### config.mk
export PLATFORM = sky130hd
export DESIGN_NAME = lcsc_charger_ctrl
export DESIGN_NICKNAME = d
export VERILOG_FILES = /design/src/lcsc_pkg.sv /design/src/lcsc_divider.sv /design/src/lcsc_charger_ctrl.sv
export VERILOG_INCLUDE_DIRS = /design/src
export SDC_FILE = /design/constraint.sdc
export NUM_CORES = 1
export LEC_CHECK = 0
export CORE_MARGIN = 2
export CORE_UTILIZATION = 65
export DETAILED_ROUTE_END_ITERATION = 10
export DONT_BUFFER_PORTS = 1
export PLACE_DENSITY = 0.86
export REMOVE_ABC_BUFFERS = 1
export SLEW_MARGIN = 20
export SYNTH_ARGS = -nofsm -noshare
export SYNTH_HDL_FRONTEND = slang
export SYNTH_SLANG_ARGS = --single-unit
### constraint.sdc
create_clock -name clk_sys -period 14.08 [get_ports clk_sys]
set_input_delay 4.224 -clock clk_sys [delete_from_list [all_inputs] [get_ports clk_sys]]
set_output_delay 4.224 -clock clk_sys [all_outputs]
set_load 0.02 [all_outputs]
### src/lcsc_defs.svh
/*
 Constants of the charger state control: register offsets, reset values,
 timing figures and state codes. Included by the package and the charger control.
*/
// Function
// - Input limit code decodes to milliamps
// - Input voltage loop engage flags input-control
// - Input limiter engage flags input-control
// - System loop status; each change flags
// - Die temperature status; each change flags
// - State code shown; each change flags
// - Off when input invalid, disabled, fresh
// - Invalid input keeps battery connected
// - Fresh battery waits below restart level
// - Restart enable only gates off-to-prequal
// - Prequalification over thirty minutes faults
// - Prequal current and threshold configurable
// - Above prequal threshold enter constant current
// - Regulation reached to CV, then top-off
// - Fast timer starts entering CC, expiry faults
// - Fast timer pauses, suspension bit shown
// - Top-off timer expiry enters done
// - Done restarts CC below restart level
// - Prequal fault: no current, exit by toggle
// - Fast timer fault: same, exit by toggle
// - Input debounce 120ms; quality change flags
`ifndef LCSC_DEFS_SVH
`define LCSC_DEFS_SVH

`define LCSC_ADDR_CFG_A 4'h0
`define LCSC_ADDR_CFG_B 4'h1
`define LCSC_ADDR_CFG_C 4'h2
`define LCSC_ADDR_STAT 4'h3
`define LCSC_ADDR_FLAGS 4'h4
`define LCSC_ADDR_MASK 4'h5
`define LCSC_ADDR_LIMIT 4'h6

`define LCSC_CFG_A_RST 8'h03
`define LCSC_CFG_B_RST 17'h05000
`define LCSC_CFG_C_RST 9'h000
`define LCSC_MASK_RST 5'h1f

`define LCSC_CLK_PERIOD_NS 4
`define LCSC_MS_NS 1000000
`define LCSC_MS_PER_MIN 60000
`define LCSC_MIN_PER_HR 60
`define LCSC_DEBOUNCE_MS 7'd120
`define LCSC_PQ_MIN 5'd30
`define LCSC_FC_BASE_HR 3
`define LCSC_FC_STEP_HR 2
`define LCSC_TOPOFF_STEP_MIN 5

`define LCSC_LIM_SEL_MAX 3'h4
`define LCSC_LIM_MA_STEP 9'd95

`define LCSC_CODE_OFF 4'h0
`define LCSC_CODE_PQ 4'h1
`define LCSC_CODE_CC 4'h2
`define LCSC_CODE_CV 4'h3
`define LCSC_CODE_TOP 4'h4
`define LCSC_CODE_DONE 4'h5
`define LCSC_CODE_PQF 4'h6
`define LCSC_CODE_FCF 4'h7

`endif

### src/lcsc_pkg.sv
/*
 Types of the charger state control: states, register layouts, sense and
 drive carriers. Assumes lcsc_defs.svh is found on the include path.
*/
`default_nettype none
`include "lcsc_defs.svh"
package lcsc_pkg;

	typedef enum logic [7:0] {
		ST_OFF = 8'h01,
		ST_PQ = 8'h02,
		ST_CC = 8'h04,
		ST_CV = 8'h08,
		ST_TOP = 8'h10,
		ST_DONE = 8'h20,
		ST_PQF = 8'h40,
		ST_FCF = 8'h80
	} lcsc_state_t;

	typedef struct packed {
		logic [2:0] inputMinVoltageSel;
		logic [2:0] inputLimitSel;
		logic restartThresholdEnable;
		logic chargeEnableBit;
	} lcsc_cfg_a_t;

	typedef struct packed {
		logic [2:0] finishTimerSel;
		logic [1:0] fastTimerSel;
		logic [5:0] regulationVoltageSel;
		logic [5:0] fastCurrentSel;
	} lcsc_cfg_b_t;

	typedef struct packed {
		logic [2:0] dieTempLimitSel;
		logic [1:0] termCurrentSel;
		logic prechargeCurrentSel;
		logic [2:0] prechargeVoltageSel;
	} lcsc_cfg_c_t;

	typedef struct packed {
		logic inputDebounced;
		logic fastTimerSuspended;
		logic dieTempLoopActive;
		logic systemLoopActive;
		logic inputLimitActive;
		logic inputVoltageLoopActive;
		logic [1:0] inputQualityCode;
		logic [3:0] chargerStateCode;
	} lcsc_stat_t;

	typedef struct packed {
		logic inputQualityIrq;
		logic chargerStateIrq;
		logic dieTempIrq;
		logic systemLoopIrq;
		logic inputControlIrq;
	} lcsc_flags_t;

	typedef struct packed {
		logic inputValid;
		logic [1:0] inputQualityCode;
		logic battBelowPrechargeThreshold;
		logic battAtRegulation;
		logic battBelowRestart;
		logic currentBelowTerm;
		logic ccCurrentBelowFifth;
		logic supplementMode;
		logic battTempFault;
		logic inputVoltageLoop;
		logic inputLimitLoop;
		logic systemLoop;
		logic dieTempLoop;
	} lcsc_sense_t;

	typedef struct packed {
		logic systemRegulate;
		logic batteryConnect;
		logic chargeCurrentOn;
		logic prechargeMode;
		logic constVoltageMode;
	} lcsc_drive_t;

endpackage : lcsc_pkg
`default_nettype wire

### src/lcsc_divider.sv
/*
 Rate divider: one-cycle tick every DIV enabled cycles.
 Assumes a single clock and a synchronous active-low reset.
*/
`timescale 1ns/1ps
`default_nettype none
module lcsc_divider
	import lcsc_pkg::*;
#(
	parameter int unsigned DIV = 250000
)
(
	input wire logic clk_sys,
	input wire logic rst_b,
	input wire logic enable,
	output logic tick
);

	localparam int unsigned CW = $clog2(DIV + 1);

	logic [CW-1:0] countQ;
	logic [CW-1:0] countD;
	logic tickD;

	always_comb
	begin
		countD = countQ;
		tickD = 1'b0;
		if (enable)
		begin
			if (countQ == CW'(DIV - 1))
			begin
				countD = '0;
				tickD = 1'b1;
			end
			else
				countD = countQ + 1'b1;
		end
	end

	always_ff @(posedge clk_sys)
	begin
		if (!rst_b)
		begin
			countQ <= '0;
			tick <= 1'b0;
		end
		else
		begin
			countQ <= countD;
			tick <= tickD;
		end
	end

endmodule : lcsc_divider
`default_nettype wire

### src/lcsc_charger_ctrl.sv
/*
 Charger state control: charge sequencing, prequal/fast/top-off timers,
 input debounce, loop status and change flags, software register port.
 Assumes analog sense inputs are already synchronous to clk_sys.
*/
// The address map and the address-and-strobe port were left to the implementer.
`timescale 1ns/1ps
`default_nettype none
`include "lcsc_defs.svh"
module lcsc_charger_ctrl
	import lcsc_pkg::*;
#(
	parameter int unsigned MS_CYCLES = `LCSC_MS_NS / `LCSC_CLK_PERIOD_NS,
	parameter int unsigned MS_PER_MIN = `LCSC_MS_PER_MIN,
	parameter bit LIMIT_LOW_DEFAULT = 1'b0
)
(
	input wire logic clk_sys,
	input wire logic rst_b,
	input wire logic [3:0] regAddr,
	input wire logic [31:0] regWdata,
	input wire logic regWrite,
	input wire logic regRead,
	output logic [31:0] regRdata,
	input wire lcsc_sense_t sense,
	output lcsc_drive_t drive,
	output lcsc_cfg_a_t cfgA,
	output lcsc_cfg_b_t cfgB,
	output lcsc_cfg_c_t cfgC,
	output lcsc_stat_t status,
	output logic [8:0] inputLimitMa,
	output logic irq
);

	function automatic logic [3:0] state_code(input lcsc_state_t s);
		case (s)
			ST_OFF: state_code = `LCSC_CODE_OFF;
			ST_PQ: state_code = `LCSC_CODE_PQ;
			ST_CC: state_code = `LCSC_CODE_CC;
			ST_CV: state_code = `LCSC_CODE_CV;
			ST_TOP: state_code = `LCSC_CODE_TOP;
			ST_DONE: state_code = `LCSC_CODE_DONE;
			ST_PQF: state_code = `LCSC_CODE_PQF;
			ST_FCF: state_code = `LCSC_CODE_FCF;
			default: state_code = `LCSC_CODE_OFF;
		endcase
	endfunction : state_code

	// Codes 4..7 share the extreme step; low variant mirrors the table
	function automatic logic [8:0] limit_ma(input logic [2:0] sel, input bit lowDefault);
		logic [2:0] step;
		step = (sel >= `LCSC_LIM_SEL_MAX) ? `LCSC_LIM_SEL_MAX : sel;
		if (lowDefault)
			limit_ma = 9'(step + 3'h1) * `LCSC_LIM_MA_STEP;
		else
			limit_ma = 9'(`LCSC_LIM_SEL_MAX - step + 3'h1) * `LCSC_LIM_MA_STEP;
	endfunction : limit_ma

	function automatic logic [8:0] fast_limit_min(input logic [1:0] sel);
		if (sel == 2'h0)
			fast_limit_min = 9'h000;
		else
			fast_limit_min = 9'((`LCSC_FC_BASE_HR + `LCSC_FC_STEP_HR * (int'(sel) - 1)) * `LCSC_MIN_PER_HR);
	endfunction : fast_limit_min

	logic msTick;
	logic minTick;

	lcsc_divider #(.DIV(MS_CYCLES)) msDiv (
		.clk_sys(clk_sys),
		.rst_b(rst_b),
		.enable(1'b1),
		.tick(msTick)
	);

	lcsc_divider #(.DIV(MS_PER_MIN)) minDiv (
		.clk_sys(clk_sys),
		.rst_b(rst_b),
		.enable(msTick),
		.tick(minTick)
	);

	// Register port
	lcsc_cfg_a_t cfgAD;
	lcsc_cfg_b_t cfgBD;
	lcsc_cfg_c_t cfgCD;
	lcsc_flags_t flagsQ;
	lcsc_flags_t flagsD;
	lcsc_flags_t maskQ;
	lcsc_flags_t maskD;
	lcsc_flags_t flagSet;
	logic [31:0] rdataD;

	always_comb
	begin
		cfgAD = cfgA;
		cfgBD = cfgB;
		cfgCD = cfgC;
		maskD = maskQ;
		rdataD = 32'h0000_0000;
		if (regWrite)
		begin
			case (regAddr)
				`LCSC_ADDR_CFG_A: cfgAD = lcsc_cfg_a_t'(regWdata[$bits(lcsc_cfg_a_t)-1:0]);
				`LCSC_ADDR_CFG_B: cfgBD = lcsc_cfg_b_t'(regWdata[$bits(lcsc_cfg_b_t)-1:0]);
				`LCSC_ADDR_CFG_C: cfgCD = lcsc_cfg_c_t'(regWdata[$bits(lcsc_cfg_c_t)-1:0]);
				`LCSC_ADDR_MASK: maskD = lcsc_flags_t'(regWdata[$bits(lcsc_flags_t)-1:0]);
				default: ;
			endcase
		end
		if (regRead)
		begin
			case (regAddr)
				`LCSC_ADDR_CFG_A: rdataD = 32'(cfgA);
				`LCSC_ADDR_CFG_B: rdataD = 32'(cfgB);
				`LCSC_ADDR_CFG_C: rdataD = 32'(cfgC);
				`LCSC_ADDR_STAT: rdataD = 32'(status);
				`LCSC_ADDR_FLAGS: rdataD = 32'(flagsQ);
				`LCSC_ADDR_MASK: rdataD = 32'(maskQ);
				`LCSC_ADDR_LIMIT: rdataD = 32'(inputLimitMa);
				default: rdataD = 32'h0000_0000;
			endcase
		end
	end

	// Flags: write one to clear; a set in the same cycle wins
	always_comb
	begin
		flagsD = flagsQ;
		if (regWrite && regAddr == `LCSC_ADDR_FLAGS)
			flagsD = flagsQ & ~lcsc_flags_t'(regWdata[$bits(lcsc_flags_t)-1:0]);
		flagsD = flagsD | flagSet;
	end

	// Input debounce
	logic [6:0] debQ;
	logic [6:0] debD;
	logic inputOk;

	assign inputOk = (debQ == `LCSC_DEBOUNCE_MS);

	always_comb
	begin
		debD = debQ;
		if (!sense.inputValid)
			debD = 7'h00;
		else if (msTick && !inputOk)
			debD = debQ + 7'h01;
	end

	// Charger sequencing
	lcsc_state_t stateQ;
	lcsc_state_t stateD;
	logic [4:0] pqMinQ;
	logic [4:0] pqMinD;
	logic [8:0] fcMinQ;
	logic [8:0] fcMinD;
	logic [5:0] topMinQ;
	logic [5:0] topMinD;
	logic fresh;
	logic inFast;
	logic fcSuspend;
	logic pqExpired;
	logic fcExpired;
	logic topExpired;
	logic [8:0] fcLimit;

	assign inFast = (stateQ == ST_CC) || (stateQ == ST_CV);
	assign fcLimit = fast_limit_min(cfgB.fastTimerSel);
	assign fresh = cfgA.restartThresholdEnable && !sense.battBelowRestart;
	assign pqExpired = (pqMinQ >= `LCSC_PQ_MIN);
	assign fcExpired = (fcLimit != 9'h000) && (fcMinQ >= fcLimit);
	assign topExpired = (topMinQ >= 6'(int'(cfgB.finishTimerSel) * `LCSC_TOPOFF_STEP_MIN));
	assign fcSuspend = inFast && ((stateQ == ST_CC && sense.ccCurrentBelowFifth) || sense.supplementMode
		|| sense.battTempFault);

	always_comb
	begin
		stateD = stateQ;
		// Invalid, undebounced or disabled forces off
		if (!sense.inputValid || !inputOk || !cfgA.chargeEnableBit)
			stateD = ST_OFF;
		else
		begin
			case (stateQ)
				ST_OFF: if (!fresh) stateD = ST_PQ;
				ST_PQ:
				begin
					if (!sense.battBelowPrechargeThreshold)
						stateD = ST_CC;
					else if (pqExpired)
						stateD = ST_PQF;
				end
				ST_CC:
				begin
					if (fcExpired)
						stateD = ST_FCF;
					else if (sense.battAtRegulation)
						stateD = ST_CV;
				end
				ST_CV:
				begin
					if (fcExpired)
						stateD = ST_FCF;
					else if (sense.currentBelowTerm)
						stateD = ST_TOP;
				end
				ST_TOP: if (topExpired) stateD = ST_DONE;
				ST_DONE: if (sense.battBelowRestart) stateD = ST_CC;
				// Held until enable or input drops
				ST_PQF: stateD = ST_PQF;
				// Held until enable or input drops
				ST_FCF: stateD = ST_FCF;
				default: stateD = ST_OFF;
			endcase
		end
	end

	// Timers count minutes; battery temperature fault pauses all of them
	always_comb
	begin
		pqMinD = pqMinQ;
		fcMinD = fcMinQ;
		topMinD = topMinQ;
		if (stateQ != ST_PQ)
			pqMinD = 5'h00;
		else if (minTick && !sense.battTempFault && !pqExpired)
			pqMinD = pqMinQ + 5'h01;
		// Start on entry from non-fast state
		if (stateD == ST_CC && !inFast)
			fcMinD = 9'h000;
		else if (inFast && minTick && !fcSuspend && !fcExpired)
			fcMinD = fcMinQ + 9'h001;
		if (stateQ != ST_TOP)
			topMinD = 6'h00;
		else if (minTick && !sense.battTempFault && !topExpired)
			topMinD = topMinQ + 6'h01;
	end

	// Outputs follow the next state so they align with the state register
	lcsc_drive_t driveD;
	lcsc_stat_t statD;
	logic charging;

	assign charging = (stateD == ST_PQ) || (stateD == ST_CC) || (stateD == ST_CV) || (stateD == ST_TOP);

	always_comb
	begin
		driveD.systemRegulate = inputOk;
		// Invalid input keeps battery on system
		// Raw valid too, so a dropout connects with no lag
		driveD.batteryConnect = !sense.inputValid || !inputOk || charging;
		driveD.chargeCurrentOn = charging && !sense.battTempFault;
		driveD.prechargeMode = (stateD == ST_PQ);
		driveD.constVoltageMode = (stateD == ST_CV) || (stateD == ST_TOP);
		statD.chargerStateCode = state_code(stateD);
		statD.inputQualityCode = sense.inputQualityCode;
		statD.inputVoltageLoopActive = sense.inputVoltageLoop;
		statD.inputLimitActive = sense.inputLimitLoop;
		statD.systemLoopActive = sense.systemLoop;
		statD.dieTempLoopActive = sense.dieTempLoop;
		statD.fastTimerSuspended = fcSuspend;
		statD.inputDebounced = inputOk;
	end

	assign flagSet.inputControlIrq = (sense.inputVoltageLoop && !status.inputVoltageLoopActive)
		|| (sense.inputLimitLoop && !status.inputLimitActive);
	assign flagSet.systemLoopIrq = (sense.systemLoop != status.systemLoopActive);
	assign flagSet.dieTempIrq = (sense.dieTempLoop != status.dieTempLoopActive);
	assign flagSet.chargerStateIrq = (statD.chargerStateCode != status.chargerStateCode);
	assign flagSet.inputQualityIrq = (sense.inputQualityCode != status.inputQualityCode);

	always_ff @(posedge clk_sys)
	begin
		if (!rst_b)
		begin
			cfgA <= `LCSC_CFG_A_RST;
			cfgB <= `LCSC_CFG_B_RST;
			cfgC <= `LCSC_CFG_C_RST;
			maskQ <= `LCSC_MASK_RST;
			flagsQ <= '0;
			regRdata <= 32'h0000_0000;
			debQ <= 7'h00;
			stateQ <= ST_OFF;
			pqMinQ <= 5'h00;
			fcMinQ <= 9'h000;
			topMinQ <= 6'h00;
			drive <= '0;
			status <= '0;
			inputLimitMa <= 9'h000;
			irq <= 1'b0;
		end
		else
		begin
			cfgA <= cfgAD;
			cfgB <= cfgBD;
			cfgC <= cfgCD;
			maskQ <= maskD;
			flagsQ <= flagsD;
			regRdata <= rdataD;
			debQ <= debD;
			stateQ <= stateD;
			pqMinQ <= pqMinD;
			fcMinQ <= fcMinD;
			topMinQ <= topMinD;
			drive <= driveD;
			status <= statD;
			inputLimitMa <= limit_ma(cfgAD.inputLimitSel, LIMIT_LOW_DEFAULT);
			irq <= |(flagsD & ~maskD);
		end
	end
endmodule : lcsc_charger_ctrl
`default_nettype wire

==> qor.txt <==
Worst Setup SP: regAddr[0]
Worst skew pair latency: 430 ps
Die width: 110.9 um
FMAX: 0.1306 GHz
Post_cts resized: 0
Worst R2R Setup Slack: 9960 ps
Leakage: 3.126 nW
# nets final: 953
Ys async rst share: 0%
Grt ovf: 0
Commonest non-fill, non-tap cell in the layout: dfxtp_1
GRT Resource Usage Total: 27.74%
Fin worst setup slack: 6420 ps
Setup crit end: inputLimitMa[8]
Vias in the first global route: 5,713
Place WS: 5984 ps
Unrepaired setup endpoints after global routing: no
Worst path cell trace: nor4_2 > buf_4 > nand2_1 > mux2i_1 > nand2_1 > ha_1 > nand3_1 > fa_1 > inv_1 > ha_1 > o31ai_1 > o21bai_1 > a21oi_1 > xnor2_1 > nor2_1
Clk buf depth: 2
Worst min-delay path class: flop to flop
CTS Buf Count: 17
Post-synth top area cell: dfxtp_1
Vias: 6,154
Gpl congestion: 0.8951
Crit path launch type: input pin
Critical path arrival: 7940 ps
Worst hold margin: 450.8 ps
Worst Skew: 12.59 ps
Peak VDD IR: 0.1397 mV
Rel. slew slack: 28.31%
Sequential element share of the synthesized area: 42.28%
Top cell type's share of synthesized area: 42.28%
Largest net degree at the start of global routing: 51
Least-Margin Pin Slew: 1069 ps
Initial Utilization: 65.95%
Synth Instances: 867
Final antenna-violating net count: 0
Cell Rows: 39
Worst-path clk slew: 60 ps
Initial antenna violation count: 0
Area contributors post-synth: dfxtp_1 42%, ha_1 6.7%, nand2_1 5.8%
WS Path Type: input pin to flop
N_diodes: 0
Setup crit end kind: flop
Detailed-route DRC error count: 0
Initial DRC count: 618
Reg-to-reg critical path endpoint: irq
DIE AREA: 0.01231 sq mm
Die H: 110.9 um
Fraction of layout cells with a size suffix above 1: 5.855%
Post-synth EDFFs: 0
Cell depth of the worst setup path: 15
Total Neg Setup Slack: 0 ps
MaxCap Viol Count: 0
Placement Cell Area: 0.007461 sq mm
IO Pins: 147
CP max FO: 14
First drt pass iteration count: 6
CTS sink cnt: 157
Fin. Hold Viols: 0
Critical R2R Launch: cfgB[12]
H-tree depth: 4
Ys flop type: dfxtp_1
Outcome: finished clean
Layout area overhead: 8.618%
WL final: 17,210 um
# port buffers: 0
PD cells: 120.9 mW/mm^2
Design area: 0.008074 sq mm
# hold bufs at CTS: 0
Max-slew violations: 0
CTS tree: built
Drt wl/cell: 16.97 um
Top Family by Delay on Critical Path: adder cells
Post-layout min period: 7660 ps
Flops & latches, synth: 157
Tcrit/Tclk final: 54.40%
Syn_area_per_cell: 8.574 sq um
Post-DP HPWL: 11,810 um
Clock Tree Root: clkbuf_16
Final setup fails: 0
Core Area: 0.01127 sq mm
Reg2Reg Depth: 15
Synth Warn #: 0
Req. time, crit path: 14,360 ps
Postcts setup bufs: 0
First-pass GRT wire length: 27,600 um
Post-synthesis cell area: 0.007433 sq mm
Via density per instance: 6.069
Slowest stage delay, CP: 610 ps
Slowest-stage cell, CP: mux2i_1
Count of different cell masters after synthesis: 64
Most frequent cells in the layout: 157 x dfxtp_1, 114 x nand2_1, 103 x nor2_1, 49 x a21oi_1
CP bufs+invs: 2
## synthesized netlist by cell type (all sizes together) (16+ instances only)
| master | instances |
|---|---|
| ha | 40 |
| inv | 32 |
| dfxtp | 157 |
| nand4 | 16 |
| nor3 | 21 |
| and3 | 19 |
| clkbuf | 28 |
| nand2 | 114 |
| buf | 18 |
| o21ai | 24 |
| nor2 | 103 |
| nand3 | 41 |
| xnor2 | 25 |
| xor2 | 40 |
| a22oi | 17 |
| a21oi | 50 |
## final cells by class
cell class	instances	area, sq um
repair buffers	3	22.52
fillers	824	3198
clock inverters	14	183.9
well taps	143	178.9
multi-input cells	647	3996
flip-flops and latches	157	3143
inverters	32	120.1
clock buffers	18	429.2
## metal layers
metal / up-vias / part of all wire [%] / wire length (um) / global-route usage (%)
met1: 2856 / 42 / 7180 / 32.75
met5: - / 0 / 0 / 0
met4: 0 / 4.5 / 769 / 16.08
met3: 74 / 8.9 / 1536 / 9.131
li1: 2953 / - / - / -
met2: 271 / 45 / 7721 / 44.25
## kinds of logic after synthesis
logic type               after synthesis  share of synthesized area [%]
AND/OR/NAND/NOR                      378                          24.64
flip-flops                           157                          42.28
AO/OA/AOI/OAI                        135                          11.87
buffers and inverters                 78                          4.848
XOR/XNOR                              65                          7.659
adder cells (fa/ha/maj)               41                          7.002
multiplexers                          12                          1.650
other                                  1                        0.05045
## registers in the layout, summed over array words and instances, names as in the netlist, 5 cells and up
signal         count
msDiv.countQ      18
cfgB              17
debQ               7
pqMinQ             5
regRdata          17
fcMinQ             9
maskQ              5
cfgA               8
cfgC               9
topMinQ            6
stateQ             8
flagsQ             5
inputLimitMa       9
minDiv.countQ     16
status            11
## per-stage QoR
| stage | total power (W) | util, % | instances |
|---|---|---|---|
| after floorplan | 0.0004984 | - | 836 |
| after detailed placement | 0.0005088 | 66.19 | 982 |
| after CTS | 0.0009781 | 71.63 | 1014 |
| final | 0.0009762 | 71.63 | 1014 |
| after global placement | 0.0005075 | 66.19 | 982 |
| after global routing | 0.001003 | 71.63 | 1014 |
## where the power goes
part	internal, W	total (W)	switching (W)
Combinational	0.0000119	0.0000361	0.0000242
Clock	0.000283	0.000476	0.000193
Sequential	0.000451	0.000464	0.0000128
Total	0.000746	0.000976	0.000230
## how the worst min path moves through the flow
stage / to / slack [ps] / startpoint / cells after the start
2_1_floorplan: msDiv.countQ[0] / 420 / msDiv.countQ[0] / 1
3_3_place_gp: msDiv.countQ[0] / 430 / msDiv.countQ[0] / 1
3_5_place_dp: msDiv.countQ[0] / 440 / msDiv.countQ[0] / 1
4_1_cts: msDiv.countQ[0] / 460 / msDiv.countQ[0] / 1
5_1_grt: msDiv.countQ[0] / 480 / msDiv.countQ[0] / 1
6_report: msDiv.countQ[0] / 450 / msDiv.countQ[0] / 1
Power figures use the tool's default switching activity.
